### src/hdl/pll_adjust_pkg.sv
package pll_adjust_pkg;

   // register byte offsets
   localparam logic [7:0] DELAY_STATE_ADDR = 8'h00;
   localparam logic [7:0] PHASE_STATE_ADDR = 8'h04;
   localparam logic [7:0] INIT_ADDR        = 8'h08;
   localparam logic [7:0] IRQ_STATUS_ADDR  = 8'h0c;
   localparam logic [7:0] IRQ_MASK_ADDR    = 8'h10;

   // delay line
   localparam int         TAP_W        = 8;
   localparam logic [7:0] TAP_MIN      = 8'h00;
   localparam logic [7:0] TAP_MAX      = 8'hff;
   localparam logic [7:0] TAP_ONE      = 8'h01;
   localparam logic [7:0] TAP_TWO      = 8'h02;
   localparam logic [7:0] TAP_INIT_RST = 8'h80;
   localparam int         LIMIT_POS    = 8;

   // phase rotation: four outputs, eight vco phases each
   localparam int          OUT_N          = 4;
   localparam int          PHASE_W        = 3;
   localparam logic [2:0]  PHASE_ONE      = 3'h1;
   localparam logic [11:0] PHASE_INIT_RST = 12'h000;
   localparam int          INIT_PHASE_POS = 8;

   // sticky event bits
   localparam int         STATUS_W     = 5;
   localparam int         ST_STEP      = 0;
   localparam int         ST_LIMIT     = 1;
   localparam int         ST_SHIFT     = 2;
   localparam int         ST_PRELOAD   = 3;
   localparam int         ST_RECONF    = 4;
   localparam logic [4:0] MASK_RST     = 5'h00;

   // reconfiguration port encoding
   localparam int RC_REQ_BIT   = 0;
   localparam int RC_WRITE_BIT = 1;
   localparam int RC_ACK_BIT   = 2;
   localparam int RC_ADDR_FLAG = 32;
   localparam int RC_DEPTH     = 4;
   localparam int RC_AW        = 2;

   typedef struct packed {
      logic step;
      logic dir;
      logic wide;
      logic reload;
   } delay_pins_type;

   typedef struct packed {
      logic [3:0] pick;
      logic       dir;
      logic       shift;
      logic       reload_n;
   } phase_pins_type;

   typedef struct packed {
      logic        clk;
      logic [10:0] ctrl;
      logic [32:0] wbus;
   } reconf_pins_type;

endpackage

### src/hdl/pll_dynamic_adjust_ctrl.sv
`timescale 1ns/10ps
//
// Operation
// each delay step rising edge moves taps once, unless reload is held
// direction 0 lowers the tap setting, 1 raises it
// step size 0 moves one tap, 1 moves two taps
// reload restores the programmed delay; fabric keeps reload low while tuning
// flag raised at lowest or highest tap; further steps stay at that limit
// fabric uses four separate picks, one per clock output
// phase shift rising edge moves each picked output one vco phase
// one shared shift pulse; only picked outputs respond
// falling edge of phase reload restores all programmed phases
// reconfiguration port runs on its own dedicated clock input; here that input is oversampled and the port logic runs on pclk
// 11-bit control, 33-bit write bus and 33-bit read bus, multiplexed
// reconfiguration logic resets asynchronously while its reset is low
// interrupt to master held until master services it
// reconfiguration signals sampled and driven on its clock rising edges; here on pclk, with reconf_irq set in any pclk cycle
module pll_dynamic_adjust_ctrl (
   input  wire logic        pclk,
   input  wire logic        presetn,
   input  wire logic [7:0]  paddr,
   input  wire logic        psel,
   input  wire logic        penable,
   input  wire logic        pwrite,
   input  wire logic [31:0] pwdata,
   output logic      [31:0] prdata,
   output logic             pready,
   output logic             pslverr,
   output logic             irq,
   input  wire logic        delay_step,
   input  wire logic        delay_dir,
   input  wire logic        delay_wide,
   input  wire logic        delay_reload,
   output logic             delay_limit_flag,
   input  wire logic        phase_pick_0,
   input  wire logic        phase_pick_1,
   input  wire logic        phase_pick_2,
   input  wire logic        phase_pick_3,
   input  wire logic        phase_dir,
   input  wire logic        phase_shift_pulse,
   input  wire logic        phase_reload_n,
   input  wire logic        reconf_clk,
   input  wire logic [10:0] reconf_ctrl,
   input  wire logic [32:0] reconf_wbus,
   input  wire logic        reconf_arst_n,
   output logic      [32:0] reconf_rbus,
   output logic             reconf_irq
);

   pll_adjust_pkg::delay_pins_type  dly_raw;
   pll_adjust_pkg::delay_pins_type  dly_s;
   pll_adjust_pkg::delay_pins_type  dly_q;
   pll_adjust_pkg::phase_pins_type  ph_raw;
   pll_adjust_pkg::phase_pins_type  ph_s;
   pll_adjust_pkg::phase_pins_type  ph_q;
   pll_adjust_pkg::reconf_pins_type rc_raw;
   pll_adjust_pkg::reconf_pins_type rc_s;
   pll_adjust_pkg::reconf_pins_type rc_q;
   logic [7:0]        tap;
   logic [7:0]        next_tap;
   logic              next_limit;
   logic [3:0][2:0]   phase;
   logic [3:0][2:0]   next_phase;
   logic [7:0]        init_tap;
   logic [7:0]        next_init_tap;
   logic [11:0]       init_phase;
   logic [11:0]       next_init_phase;
   logic [4:0]        status;
   logic [4:0]        next_status;
   logic [4:0]        mask;
   logic [4:0]        next_mask;
   logic [31:0]       next_prdata;
   logic              next_pslverr;
   logic [4:0]        events;
   logic              step_rise;
   logic              shift_rise;
   logic              reload_fall;
   logic              limit_event;
   logic              rc_rise;
   logic              rc_req;
   logic              rc_wr;
   logic              rc_ack;
   logic              rc_rst_n;
   logic [1:0]        rc_addr;
   logic [1:0]        next_rc_addr;
   logic [3:0][31:0]  rc_store;
   logic [3:0][31:0]  next_rc_store;
   logic [32:0]       next_rbus;
   logic              next_rc_irq;
   logic              apb_setup;
   logic              apb_write;

   assign dly_raw = '{step: delay_step, dir: delay_dir, wide: delay_wide, reload: delay_reload};
   assign ph_raw  = '{pick: {phase_pick_3, phase_pick_2, phase_pick_1, phase_pick_0},
                      dir: phase_dir, shift: phase_shift_pulse, reload_n: phase_reload_n};
   // own clock input
   assign rc_raw  = '{clk: reconf_clk, ctrl: reconf_ctrl, wbus: reconf_wbus};
   pin_sync #(
      .WIDTH ($bits(pll_adjust_pkg::delay_pins_type))
   ) u_dly_sync (
      .pclk    (pclk),
      .presetn (presetn),
      .d       (dly_raw),
      .q       (dly_s)
   );
   pin_sync #(
      .WIDTH ($bits(pll_adjust_pkg::phase_pins_type))
   ) u_ph_sync (
      .pclk    (pclk),
      .presetn (presetn),
      .d       (ph_raw),
      .q       (ph_s)
   );
   // the link clock travels through the same stages as its data, so bits stay aligned
   pin_sync #(
      .WIDTH ($bits(pll_adjust_pkg::reconf_pins_type))
   ) u_rc_sync (
      .pclk    (pclk),
      .presetn (presetn),
      .d       (rc_raw),
      .q       (rc_s)
   );
   assign step_rise   = dly_s.step & ~dly_q.step;
   assign shift_rise  = ph_s.shift & ~ph_q.shift;
   assign reload_fall = ~ph_s.reload_n & ph_q.reload_n;
   assign rc_rise     = rc_s.clk & ~rc_q.clk;
   // delay line tap control
   always_comb
   begin
      next_tap = tap;
      // reload wins over stepping
      if (dly_s.reload)
         next_tap = init_tap;
      // one move per rising step edge
      else if (step_rise)
      begin
         // direction and size, clamped at the ends
         if (dly_s.dir)
         begin
            if (dly_s.wide)
               next_tap = (tap >= pll_adjust_pkg::TAP_MAX - pll_adjust_pkg::TAP_TWO) ?
                          pll_adjust_pkg::TAP_MAX : tap + pll_adjust_pkg::TAP_TWO;
            else
               next_tap = (tap == pll_adjust_pkg::TAP_MAX) ?
                          pll_adjust_pkg::TAP_MAX : tap + pll_adjust_pkg::TAP_ONE;
         end
         else
         begin
            if (dly_s.wide)
               next_tap = (tap <= pll_adjust_pkg::TAP_MIN + pll_adjust_pkg::TAP_TWO) ?
                          pll_adjust_pkg::TAP_MIN : tap - pll_adjust_pkg::TAP_TWO;
            else
               next_tap = (tap == pll_adjust_pkg::TAP_MIN) ?
                          pll_adjust_pkg::TAP_MIN : tap - pll_adjust_pkg::TAP_ONE;
         end
      end
      // flag tracks the ends of the line
      next_limit  = (next_tap == pll_adjust_pkg::TAP_MIN) ||
                    (next_tap == pll_adjust_pkg::TAP_MAX);
      limit_event = next_limit & ~delay_limit_flag;
   end

   always_ff @(posedge pclk or negedge presetn)
   begin
      if (!presetn)
      begin
         tap              <= pll_adjust_pkg::TAP_INIT_RST;
         delay_limit_flag <= 1'b0;
         dly_q            <= '0;
      end
      else
      begin
         tap              <= next_tap;
         delay_limit_flag <= next_limit;
         dly_q            <= dly_s;
      end
   end

   // phase rotation
   always_comb
   begin
      next_phase = phase;
      // reload restores every output
      if (reload_fall)
      begin
         for (int i = 0; i < pll_adjust_pkg::OUT_N; i++)
            next_phase[i] = init_phase[i*pll_adjust_pkg::PHASE_W +: pll_adjust_pkg::PHASE_W];
      end
      // shared pulse, picked outputs only
      else if (shift_rise)
      begin
         for (int i = 0; i < pll_adjust_pkg::OUT_N; i++)
         begin
            if (ph_s.pick[i])
               next_phase[i] = ph_s.dir ? phase[i] + pll_adjust_pkg::PHASE_ONE :
                                          phase[i] - pll_adjust_pkg::PHASE_ONE;
         end
      end
   end

   always_ff @(posedge pclk or negedge presetn)
   begin
      if (!presetn)
      begin
         phase <= pll_adjust_pkg::PHASE_INIT_RST;
         ph_q  <= '{pick: 4'h0, dir: 1'b0, shift: 1'b0, reload_n: 1'b0};
      end
      else
      begin
         phase <= next_phase;
         ph_q  <= ph_s;
      end
   end

   // apb slave, zero wait states; read data registered in the setup cycle
   assign apb_setup = psel & ~penable;
   assign apb_write = psel & penable & pwrite;
   assign pready    = 1'b1;
   assign events    = {rc_rise & rc_req, reload_fall, shift_rise, limit_event, step_rise};
   assign irq       = |(status & mask);
   always_comb
   begin
      next_init_tap   = init_tap;
      next_init_phase = init_phase;
      next_mask       = mask;
      next_prdata     = prdata;
      next_pslverr    = pslverr;
      if (apb_write && paddr == pll_adjust_pkg::INIT_ADDR)
      begin
         next_init_tap   = pwdata[7:0];
         next_init_phase = pwdata[pll_adjust_pkg::INIT_PHASE_POS +: 12];
      end
      else if (apb_write && paddr == pll_adjust_pkg::IRQ_MASK_ADDR)
         next_mask = pwdata[4:0];
      // a new event in the clearing cycle stays set
      next_status = status & ~((apb_write && paddr == pll_adjust_pkg::IRQ_STATUS_ADDR) ?
                               pwdata[4:0] : 5'h00);
      next_status = next_status | events;
      if (apb_setup)
      begin
         next_pslverr = 1'b0;
         if (paddr == pll_adjust_pkg::DELAY_STATE_ADDR)
            next_prdata = {23'h0, delay_limit_flag, tap};
         else if (paddr == pll_adjust_pkg::PHASE_STATE_ADDR)
            next_prdata = {20'h0, phase};
         else if (paddr == pll_adjust_pkg::INIT_ADDR)
            next_prdata = {12'h0, init_phase, init_tap};
         else if (paddr == pll_adjust_pkg::IRQ_STATUS_ADDR)
            next_prdata = {27'h0, status};
         else if (paddr == pll_adjust_pkg::IRQ_MASK_ADDR)
            next_prdata = {27'h0, mask};
         else
         begin
            next_prdata  = 32'h0000_0000;
            next_pslverr = 1'b1;
         end
      end
   end

   always_ff @(posedge pclk or negedge presetn)
   begin
      if (!presetn)
      begin
         init_tap   <= pll_adjust_pkg::TAP_INIT_RST;
         init_phase <= pll_adjust_pkg::PHASE_INIT_RST;
         mask       <= pll_adjust_pkg::MASK_RST;
         status     <= 5'h00;
         prdata     <= 32'h0000_0000;
         pslverr    <= 1'b0;
      end
      else
      begin
         init_tap   <= next_init_tap;
         init_phase <= next_init_phase;
         mask       <= next_mask;
         status     <= next_status;
         prdata     <= next_prdata;
         pslverr    <= next_pslverr;
      end
   end

   // reconfiguration port; the sample before the detected edge is the setup value
   assign rc_req = rc_q.ctrl[pll_adjust_pkg::RC_REQ_BIT];
   assign rc_wr  = rc_q.ctrl[pll_adjust_pkg::RC_WRITE_BIT];
   assign rc_ack = rc_q.ctrl[pll_adjust_pkg::RC_ACK_BIT];
   // pin reset acts without any clock; release timing is the master's concern
   assign rc_rst_n = presetn & reconf_arst_n;
   always_comb
   begin
      next_rc_addr  = rc_addr;
      next_rc_store = rc_store;
      next_rbus     = reconf_rbus;
      next_rc_irq   = reconf_irq;
      // act on link rising edges only
      if (rc_rise && rc_req)
      begin
         if (rc_wr && rc_q.wbus[pll_adjust_pkg::RC_ADDR_FLAG])
            next_rc_addr = rc_q.wbus[1:0];
         else if (rc_wr)
            next_rc_store[rc_addr] = rc_q.wbus[31:0];
         else
            next_rbus = {1'b0, rc_store[rc_addr]};
      end
      // held until acknowledged; a new event beats the clear
      if (rc_rise && rc_ack)
         next_rc_irq = 1'b0;
      if (limit_event || reload_fall)
         next_rc_irq = 1'b1;
   end

   always_ff @(posedge pclk or negedge rc_rst_n)
   begin
      if (!rc_rst_n)
      begin
         rc_addr     <= 2'h0;
         rc_store    <= '0;
         reconf_rbus <= 33'h0_0000_0000;
         reconf_irq  <= 1'b0;
         rc_q        <= '0;
      end
      else
      begin
         rc_addr     <= next_rc_addr;
         rc_store    <= next_rc_store;
         reconf_rbus <= next_rbus;
         reconf_irq  <= next_rc_irq;
         rc_q        <= rc_s;
      end
   end
endmodule

### src/hdl/pin_sync.sv
`timescale 1ns/10ps
module pin_sync #(
   parameter int WIDTH = 1
) (
   input  wire logic             pclk,
   input  wire logic             presetn,
   input  wire logic [WIDTH-1:0] d,
   output logic      [WIDTH-1:0] q
);

   logic [WIDTH-1:0] meta;

   // first stage feeds only the second stage
   always_ff @(posedge pclk or negedge presetn)
   begin
      if (!presetn)
      begin
         meta <= '0;
         q    <= '0;
      end
      else
      begin
         meta <= d;
         q    <= meta;
      end
   end

endmodule

### config.mk
export PLATFORM = sky130hd
export DESIGN_NAME = pll_dynamic_adjust_ctrl
export DESIGN_NICKNAME = d
export VERILOG_FILES = /design/src/hdl/pll_adjust_pkg.sv /design/src/hdl/pll_dynamic_adjust_ctrl.sv /design/src/hdl/pin_sync.sv
export SDC_FILE = /design/constraint.sdc
export NUM_CORES = 1
export LEC_CHECK = 0
export BUFFER_PORTS_ARGS = -buffer_cell sky130_fd_sc_hd__buf_2
export CORE_UTILIZATION = 43
export CTS_BUF_LIST = sky130_fd_sc_hd__clkbuf_16
export CTS_CLUSTER_SIZE = 20
export DETAILED_ROUTE_END_ITERATION = 8
export PLACE_DENSITY = 0.63
export SYNTH_ARGS = -nofsm -noshare
export SYNTH_HDL_FRONTEND = slang
export SYNTH_SLANG_ARGS = --single-unit
### constraint.sdc
create_clock -name pclk -period 6.8 [get_ports pclk]
set_input_delay 0.34 -clock pclk [delete_from_list [all_inputs] [get_ports pclk]]
set_output_delay 0.34 -clock pclk [all_outputs]
set_load 0.01 [all_outputs]
==> impl_metrics.yaml, run 1 <==
clocking:
  cts_buffer_depth: 3
  clock_latency_ns: 0.53
  cts_tree: "built"
  cts_max_level: 2
  numCtsBuffers: 40
  clock_sinks: 371
  cts_root_buffer: "clkbuf_16"
  path_clk_slew_ns: 0.06
timing:
  slew_headroom_pct: 17.8
  final.period_utilization_pct: 49.4
  grt_setup_unrepaired: "false"
  slew_viol_final: 0
  hold_violations: 0
  period_minus_slack_ns: 3.36
  setup_tns_ns: 0
  finClkSkew_ns: 0.0171
  setup_viol: 0
  worst_pin_slew_ns: 1.23
  setup_ws_ns: 3.44
  timing.fmax_ghz: 0.298
min_path:
  whs_path_depth: 2
  hold_end: "init_phase[11]"
  hp-start: "pwdata[19]"
  min_path_type: "in -> reg"
logic_synthesis:
  synth_seq_cells: 371
  avgSynthCellArea_um2: 14.2
  ys_seq_area_share_pct: 63.1
  ys_warn_count: 0
  syn-cell-area_um2: 14700
  yosys.area.top_type: "dfrtp_1"
  synth_top_area_share_pct: 62.7
  synth_edf_count: 0
  async_reset_ff_share_pct: 100
  synthTopCellsByArea: "dfrtp_1 (63%), mux2_2 (14%), mux4_2 (4.9%), nand2_1 (2.2%), o21ai_0 (1.6%)"
  synth_ff_type: "dfrtp_1"
  ys_types: 68
  syn_inst: 1036
route:
  vias: 8782
  post_drt_via_cell_ratio: 5.18
  wl_per_cell_um: 17.9
  drt_iter0_drc: 503
  dr.pass1.iters: 5
  wirelength_um: 30300
  drc: 0
  ant_nets: 0
critical_path:
  worst_path_largest_cell_delay_ns: 0.68
  cp_top_family: "compound AO/OA/AOI/OAI gates"
  reg2reg_to: "status[1]"
  crit_top_cell: "a31oi_1"
  crit_required_ns: 7.19
  start_kind: "flop"
  r2r_slack_ns: 3.44
  r2r-start: "tap[0]"
  critPathKind: "reg -> reg"
  end_kind: "flop"
  crit_fanout: 13
  crit_arrival_ns: 3.75
  crit_chain: "inv_1, ha_1, nor2b_1, o21ai_0, a31oi_1, o31a_1, mux2i_1, a41o_1, a31oi_1, o21ai_1"
  crit_buf_inv: 1
  reg2reg_depth: 10
  cp_slowest_cell: "dfrtp_1"
global_route:
  grt.total_usage_pct: 17.9
  grt_pass1_wl_um: 50100
  grt-ovfl-total: 0
  grt_pass1_vias: 9228
  grt_max_degree: 201
  grt_antenna_before_repair: 1
floorplan:
  fp.dieW_um: 187
  coreArea_um2: 33600
  fp.dieH_um: 187
  fp-row-count: 67
  dieArea_um2: 35000
  ioPinCount: 172
  start_util_pct: 43.8
placed_design:
  dp_cells: 1572
  gp_congestion: 0.837
  port_buffers: 137
  post-place-ws_ns: 3.48
  dp_hpwl_um: 18600
finish:
  final_cells: 1695
  drive_gt1_share_pct: 35.2
  fin_util_pct: 52.2
  area_growth_syn_to_layout_pct: 19.1
  nets: 1327
pwr:
  irDropWorstVdd_v: 0.000192
  p_total_mw: 5.33
  leakagePower_nw: 8.23
  power.density_nw_per_um2: 304
run:
  max-cap-violations: 0
run_status:
  status: "complete, no violations"
## where the power goes
part	internal, mW	leakage, nW	total (mW)	switching (mW)
Sequential	2.47	4.73	2.65	0.187
Combinational	0.393	2.86	0.674	0.281
Clock	1.15	0.640	2.00	0.847
Total	4.01	8.23	5.33	1.31
## flip-flops by register name, indices dropped and copies added (netlist names), 7 cells and up
register,flops
prdata,20
rc_q,36
u_rc_sync.q,37
init_phase,12
u_rc_sync.meta,37
init_tap,8
u_ph_sync.meta,7
tap,8
reconf_rbus,32
phase,12
u_ph_sync.q,7
rc_store,128
## worst max path at each step
stage	start	slack, ns	endpoint	cells past startpoint
final	tap[0]	3.44	status[1]	10
after global routing	tap[0]	3.19	status[1]	10
after CTS	tap[0]	3.47	status[1]	10
after detailed placement	tap[0]	3.48	status[1]	10
after global placement	tap[0]	3.58	reconf_irq	10
after floorplan	reconf_arst_n	0.01	rc_ack	1
## cells in the mapped netlist, types with 5 or more instances
library cell  number
nor2b_1            9
nor3_1             6
inv_1             17
nand2b_1           8
mux2i_1           10
dfrtp_1          369
clkbuf_1          41
o21ai_0           46
nand3_1           11
xnor2_1           11
a222oi_1           6
ha_1               6
mux4_2            32
nor2_1            35
xor2_1             9
o31ai_1           10
a21oi_1           10
buf_2             11
buf_1              5
buf_4             14
a31oi_1            5
nand2_1           85
mux2_2           186
## per-layer routing
metal	global-route usage [%]	up-vias	share of wire, %
met4	5.74	0	2.1
met1	25.1	4470	46
met5	0	-	0
li1	-	4028	-
met3	3.56	49	4.7
met2	28.3	235	48
## logic make-up after synthesis
family / synth area share [%]
DFF: 63.1
muxes: 19.8
adders and majority gates: 1.05
and+or+nand+nor: 6.12
xor gates and xnor gates: 1.19
other: 0.0510
buffers and inverters: 2.77
AOI/OAI and AO/OA: 5.97
## cells in the final DEF (no fill, tap or decap), drive strengths merged, types with 5 or more instances in the layout
cell	instances
nand2	85
nor2	35
nand2b	8
mux4	32
o31ai	10
buf	147
ha	6
dlygate4sd3	49
clkbuf	43
nand3	11
nor3	7
a222oi	6
inv	28
mux2i	10
o21ai	48
a21oi	10
xnor2	11
mux2	186
xor2	9
conb	14
nor2b	9
clkinv	18
dfrtp	369
a31oi	5
## per-stage QoR
stage / hold slack (ns) / cell area, um^2
after floorplan: 0.0444 / 14800
after global placement: 0.332 / 15800
after detailed placement: 0.335 / 15800
after CTS: 0.0180 / 17500
after global routing: 0.0305 / 17500
final: 0.0459 / 17500
## area by class of cell
type,count,area (um^2)
clock inverters,31,168
inverters,17,63.8
flip-flops and latches,371,9290
repair buffers,197,1280
diodes,1,2.50
fillers,2865,16100
multi-input cells,588,5120
well taps,448,561
clock buffers,42,1050
## what timing repair did
action | 4_1_cts | 5_1_grt
setup buffers | 0 | 0
gates resized for setup | 0 | 0
endpoints found under the hold margin | 136 | 0
hold buffers | 49 | 0
No activity file was read; power rests on OpenSTA's default activity.
==> run 2, diff against run 1 <==
--- a/config.mk
+++ b/config.mk
@@ -5,6 +5,7 @@
 export SDC_FILE = /design/constraint.sdc
 export NUM_CORES = 1
 export LEC_CHECK = 0
+export ABC_AREA = 1
 export BUFFER_PORTS_ARGS = -buffer_cell sky130_fd_sc_hd__buf_2
 export CORE_UTILIZATION = 43
 export CTS_BUF_LIST = sky130_fd_sc_hd__clkbuf_16
==> constraint.sdc (replaced) <==
create_clock -name pclk -period 2.83 [get_ports pclk]
set_input_delay 0.1415 -clock pclk [delete_from_list [all_inputs] [get_ports pclk]]
set_output_delay 0.1415 -clock pclk [all_outputs]
set_load 0.01 [all_outputs]
==> impl_metrics.yaml, run 2 <==
run_status:
  status: "complete, no violations"
logic_synthesis:
  async_reset_ff_share_pct: 100
  synth_seq_cells: 371
  avgSynthCellArea_um2: 10.0
  synthMostInstantiatedCell: "nand2_1"
  synthAdderAreaFrac_pct: 1.06
  ys_types: 41
  synth-simple-area-share_pct: 18.1
  ys_seq_area_share_pct: 63.6
  synthTopCellsByArea: "dfrtp_1 (63%), nand2_1 (12%), o21ai_0 (5.0%), mux2_2 (2.5%), inv_1 (2.2%)"
  synth_top_family_by_area: "simple AND/OR/NAND/NOR gates"
  synth.area.mux_share_pct: 3.34
  ys_warn_count: 0
  ys_top_cells_by_count: "nand2_1 (459), dfrtp_1 (369), o21ai_0 (146), inv_1 (87)"
  syn-cell-area_um2: 14600
  synthXorXnorAreaFrac_pct: 0.780
  syn_inst: 1459
  synth_compound_area_share_pct: 8.03
  synth_edf_count: 0
  yosys.area.top_type: "dfrtp_1"
  synth_ff_type: "dfrtp_1"
  synth_top_area_share_pct: 63.2
placed_design:
  dpl_cell_area_um2: 15900
  gp_congestion: 0.924
  dp_hpwl_um: 21400
  post-place-ws_ns: 0.473
  port_buffers: 137
critical_path:
  startpoint: "tap[1]"
  reg2reg_depth: 18
  critPathKind: "reg -> reg"
  crit_path_end: "status[1]"
  r2r-start: "tap[1]"
  crit_arrival_ns: 2.88
  start_kind: "flop"
  reg2reg_to: "status[1]"
  cp_slowest_cell: "dfrtp_1"
  crit_required_ns: 3.29
  end_kind: "flop"
  crit_top_cell: "nand2_1"
  worst_path_largest_cell_delay_ns: 0.47
  crit_fanout: 6
  crit_chain: "inv_1, ha_1, inv_1, nor2_1, nand2_1, nand2_1, inv_1, nand2_1, nand2_1, nand2_1, nand2_1, a21oi_1, nand2_1, nor2_1, nand3_1, nand2_2, nand2_1, nand2_1"
  r2r_slack_ns: 0.41
route:
  wirelength_um: 33100
  dr.pass1.iters: 5
  wl_per_cell_um: 15.4
  ant_nets: 0
  drc: 0
  post_drt_via_cell_ratio: 4.97
  drt_iter0_drc: 713
  vias: 10700
timing:
  grt_setup_unrepaired: "false"
  timing.fmax_ghz: 0.414
  worst_pin_slew_ns: 0.823
  slew_viol_final: 0
  period_minus_slack_ns: 2.42
  hold_violations: 0
  finClkSkew_ns: 0.0300
  holdWs_ns: 0.0931
  setup_tns_ns: 0
  setup_viol: 0
  slew_headroom_pct: 45.0
  final.period_utilization_pct: 85.4
  setup_ws_ns: 0.413
global_route:
  met2_usage_pct: 33.5
  grt-ovfl-total: 0
  met1_usage_pct: 27.3
  grt.total_usage_pct: 20.2
  grt.busiest_layer: "met2"
  grt_antenna_before_repair: 0
  grt_pass1_vias: 10800
  grt_max_degree: 93
  grt_pass1_wl_um: 55200
  gr-usage-met3_pct: 3.84
pwr:
  leakagePower_nw: 8.65
  power.density_nw_per_um2: 700
  irDropWorstVdd_v: 0.000399
clocking:
  path_clk_slew_ns: 0.06
  cts_root_buffer: "clkbuf_16"
  post_cts_resized: 0
  cts_max_level: 2
  clock_sinks: 371
  numCtsBuffers: 39
  cts_tree: "built"
  cts_buffer_depth: 3
  clock_latency_ns: 0.55
finish:
  final.fill_count: 2977
  drive_gt1_share_pct: 17.2
  multiInputGateArea_um2: 4670
  area_growth_syn_to_layout_pct: 21.6
  mostFrequentLayoutCell: "nand2_1"
  reg_top3: "rc_store: 128 flops, u_rc_sync.meta: 37 flops, u_rc_sync.q: 37 flops"
  regArea_um2: 9290
  top_register: "rc_store"
  most-common-layout-cells: "nand2_1 (454), dfrtp_1 (369), o21ai_0 (146)"
  finalInstanceArea_um2: 17800
  nets: 1787
  largest_reg_flops: 128
  antenna_cells: 0
floorplan:
  fp.dieW_um: 186
  dieArea_um2: 34700
  fp.dieH_um: 186
  coreArea_um2: 33400
  start_util_pct: 43.7
  ioPinCount: 172
  fp-row-count: 67
min_path:
  min_path_type: "in -> async"
run:
  max-cap-violations: 0
==> run 2: layout make-up <==
type | instances | share of cell area [%]
well taps | 448 | 3.16
clock inverters | 28 | 1.02
repair buffers | 239 | 9.70
clock buffers | 39 | 5.50
multi-input cells | 929 | 26.3
flip-flops and latches | 371 | 52.3
inverters | 95 | 2.03
==> run 2: what timing repair did <==
| item | CTS | global route |
|---|---|---|
| buffers inserted | 0 | 0 |
| setup endpoints to repair | 0 | 0 |
| endpoints found under the hold margin | 403 | 0 |
| hold buffers | 70 | 0 |
==> run 2: report_power, final <==
part           switching, mW  internal (mW)
Sequential             0.335           5.85
Clock                   2.03           2.60
Combinational          0.925          0.680
Total                   3.29           9.13
==> run 2: how the worst min path moves through the flow <==
stage	end	cells past startpoint	slack (ns)	startpoint
floorplan	delay_limit_flag	0	-0.15	presetn
global placement	u_rc_sync.q[30]	1	0.08	presetn
detailed placement	u_rc_sync.q[30]	1	0.08	presetn
CTS	u_rc_sync.q[30]	2	0.11	presetn
global route	u_rc_sync.q[29]	2	0.14	presetn
finish	u_rc_sync.q[30]	2	0.09	presetn
==> run 2: cells by family (layout without fill, tap and decap cells) <==
group	count (synthesis)	in the layout
AND/OR/NAND/NOR	631	631
flip-flops	371	371
AO/OA/AOI/OAI	220	220
buffers and inverters	171	401
multiplexers	41	41
XOR/XNOR	13	13
adder cells (fa/ha/maj)	10	10
other	2	14
==> run 2: metrics by stage <==
| step | instances | total power, mW | util, % |
|---|---|---|---|
| floorplan | 1471 | 7.17 | - |
| global placement | 2012 | 7.78 | 47.5 |
| detailed placement | 2012 | 7.82 | 47.5 |
| CTS | 2149 | 12.6 | 53.1 |
| global route | 2149 | 13.1 | 53.1 |
| finish | 2149 | 12.4 | 53.1 |
==> run 2: critical path, delay by kind of cell, from the launching register on <==
family                   cells  cell delay, ns
buffers and inverters        3            0.31
adder cells (fa/ha/maj)      1            0.32
AO/OA/AOI/OAI                1            0.15
AND/OR/NAND/NOR             13            1.09
flip-flops                   1            0.47
==> run 2: metal layers <==
layer | vias to the layer above | part of all wire, %
met3 | 49 | 6.0
met5 | - | 0
met4 | 0 | 1.5
li1 | 5152 | -
met1 | 5188 | 45
met2 | 299 | 48
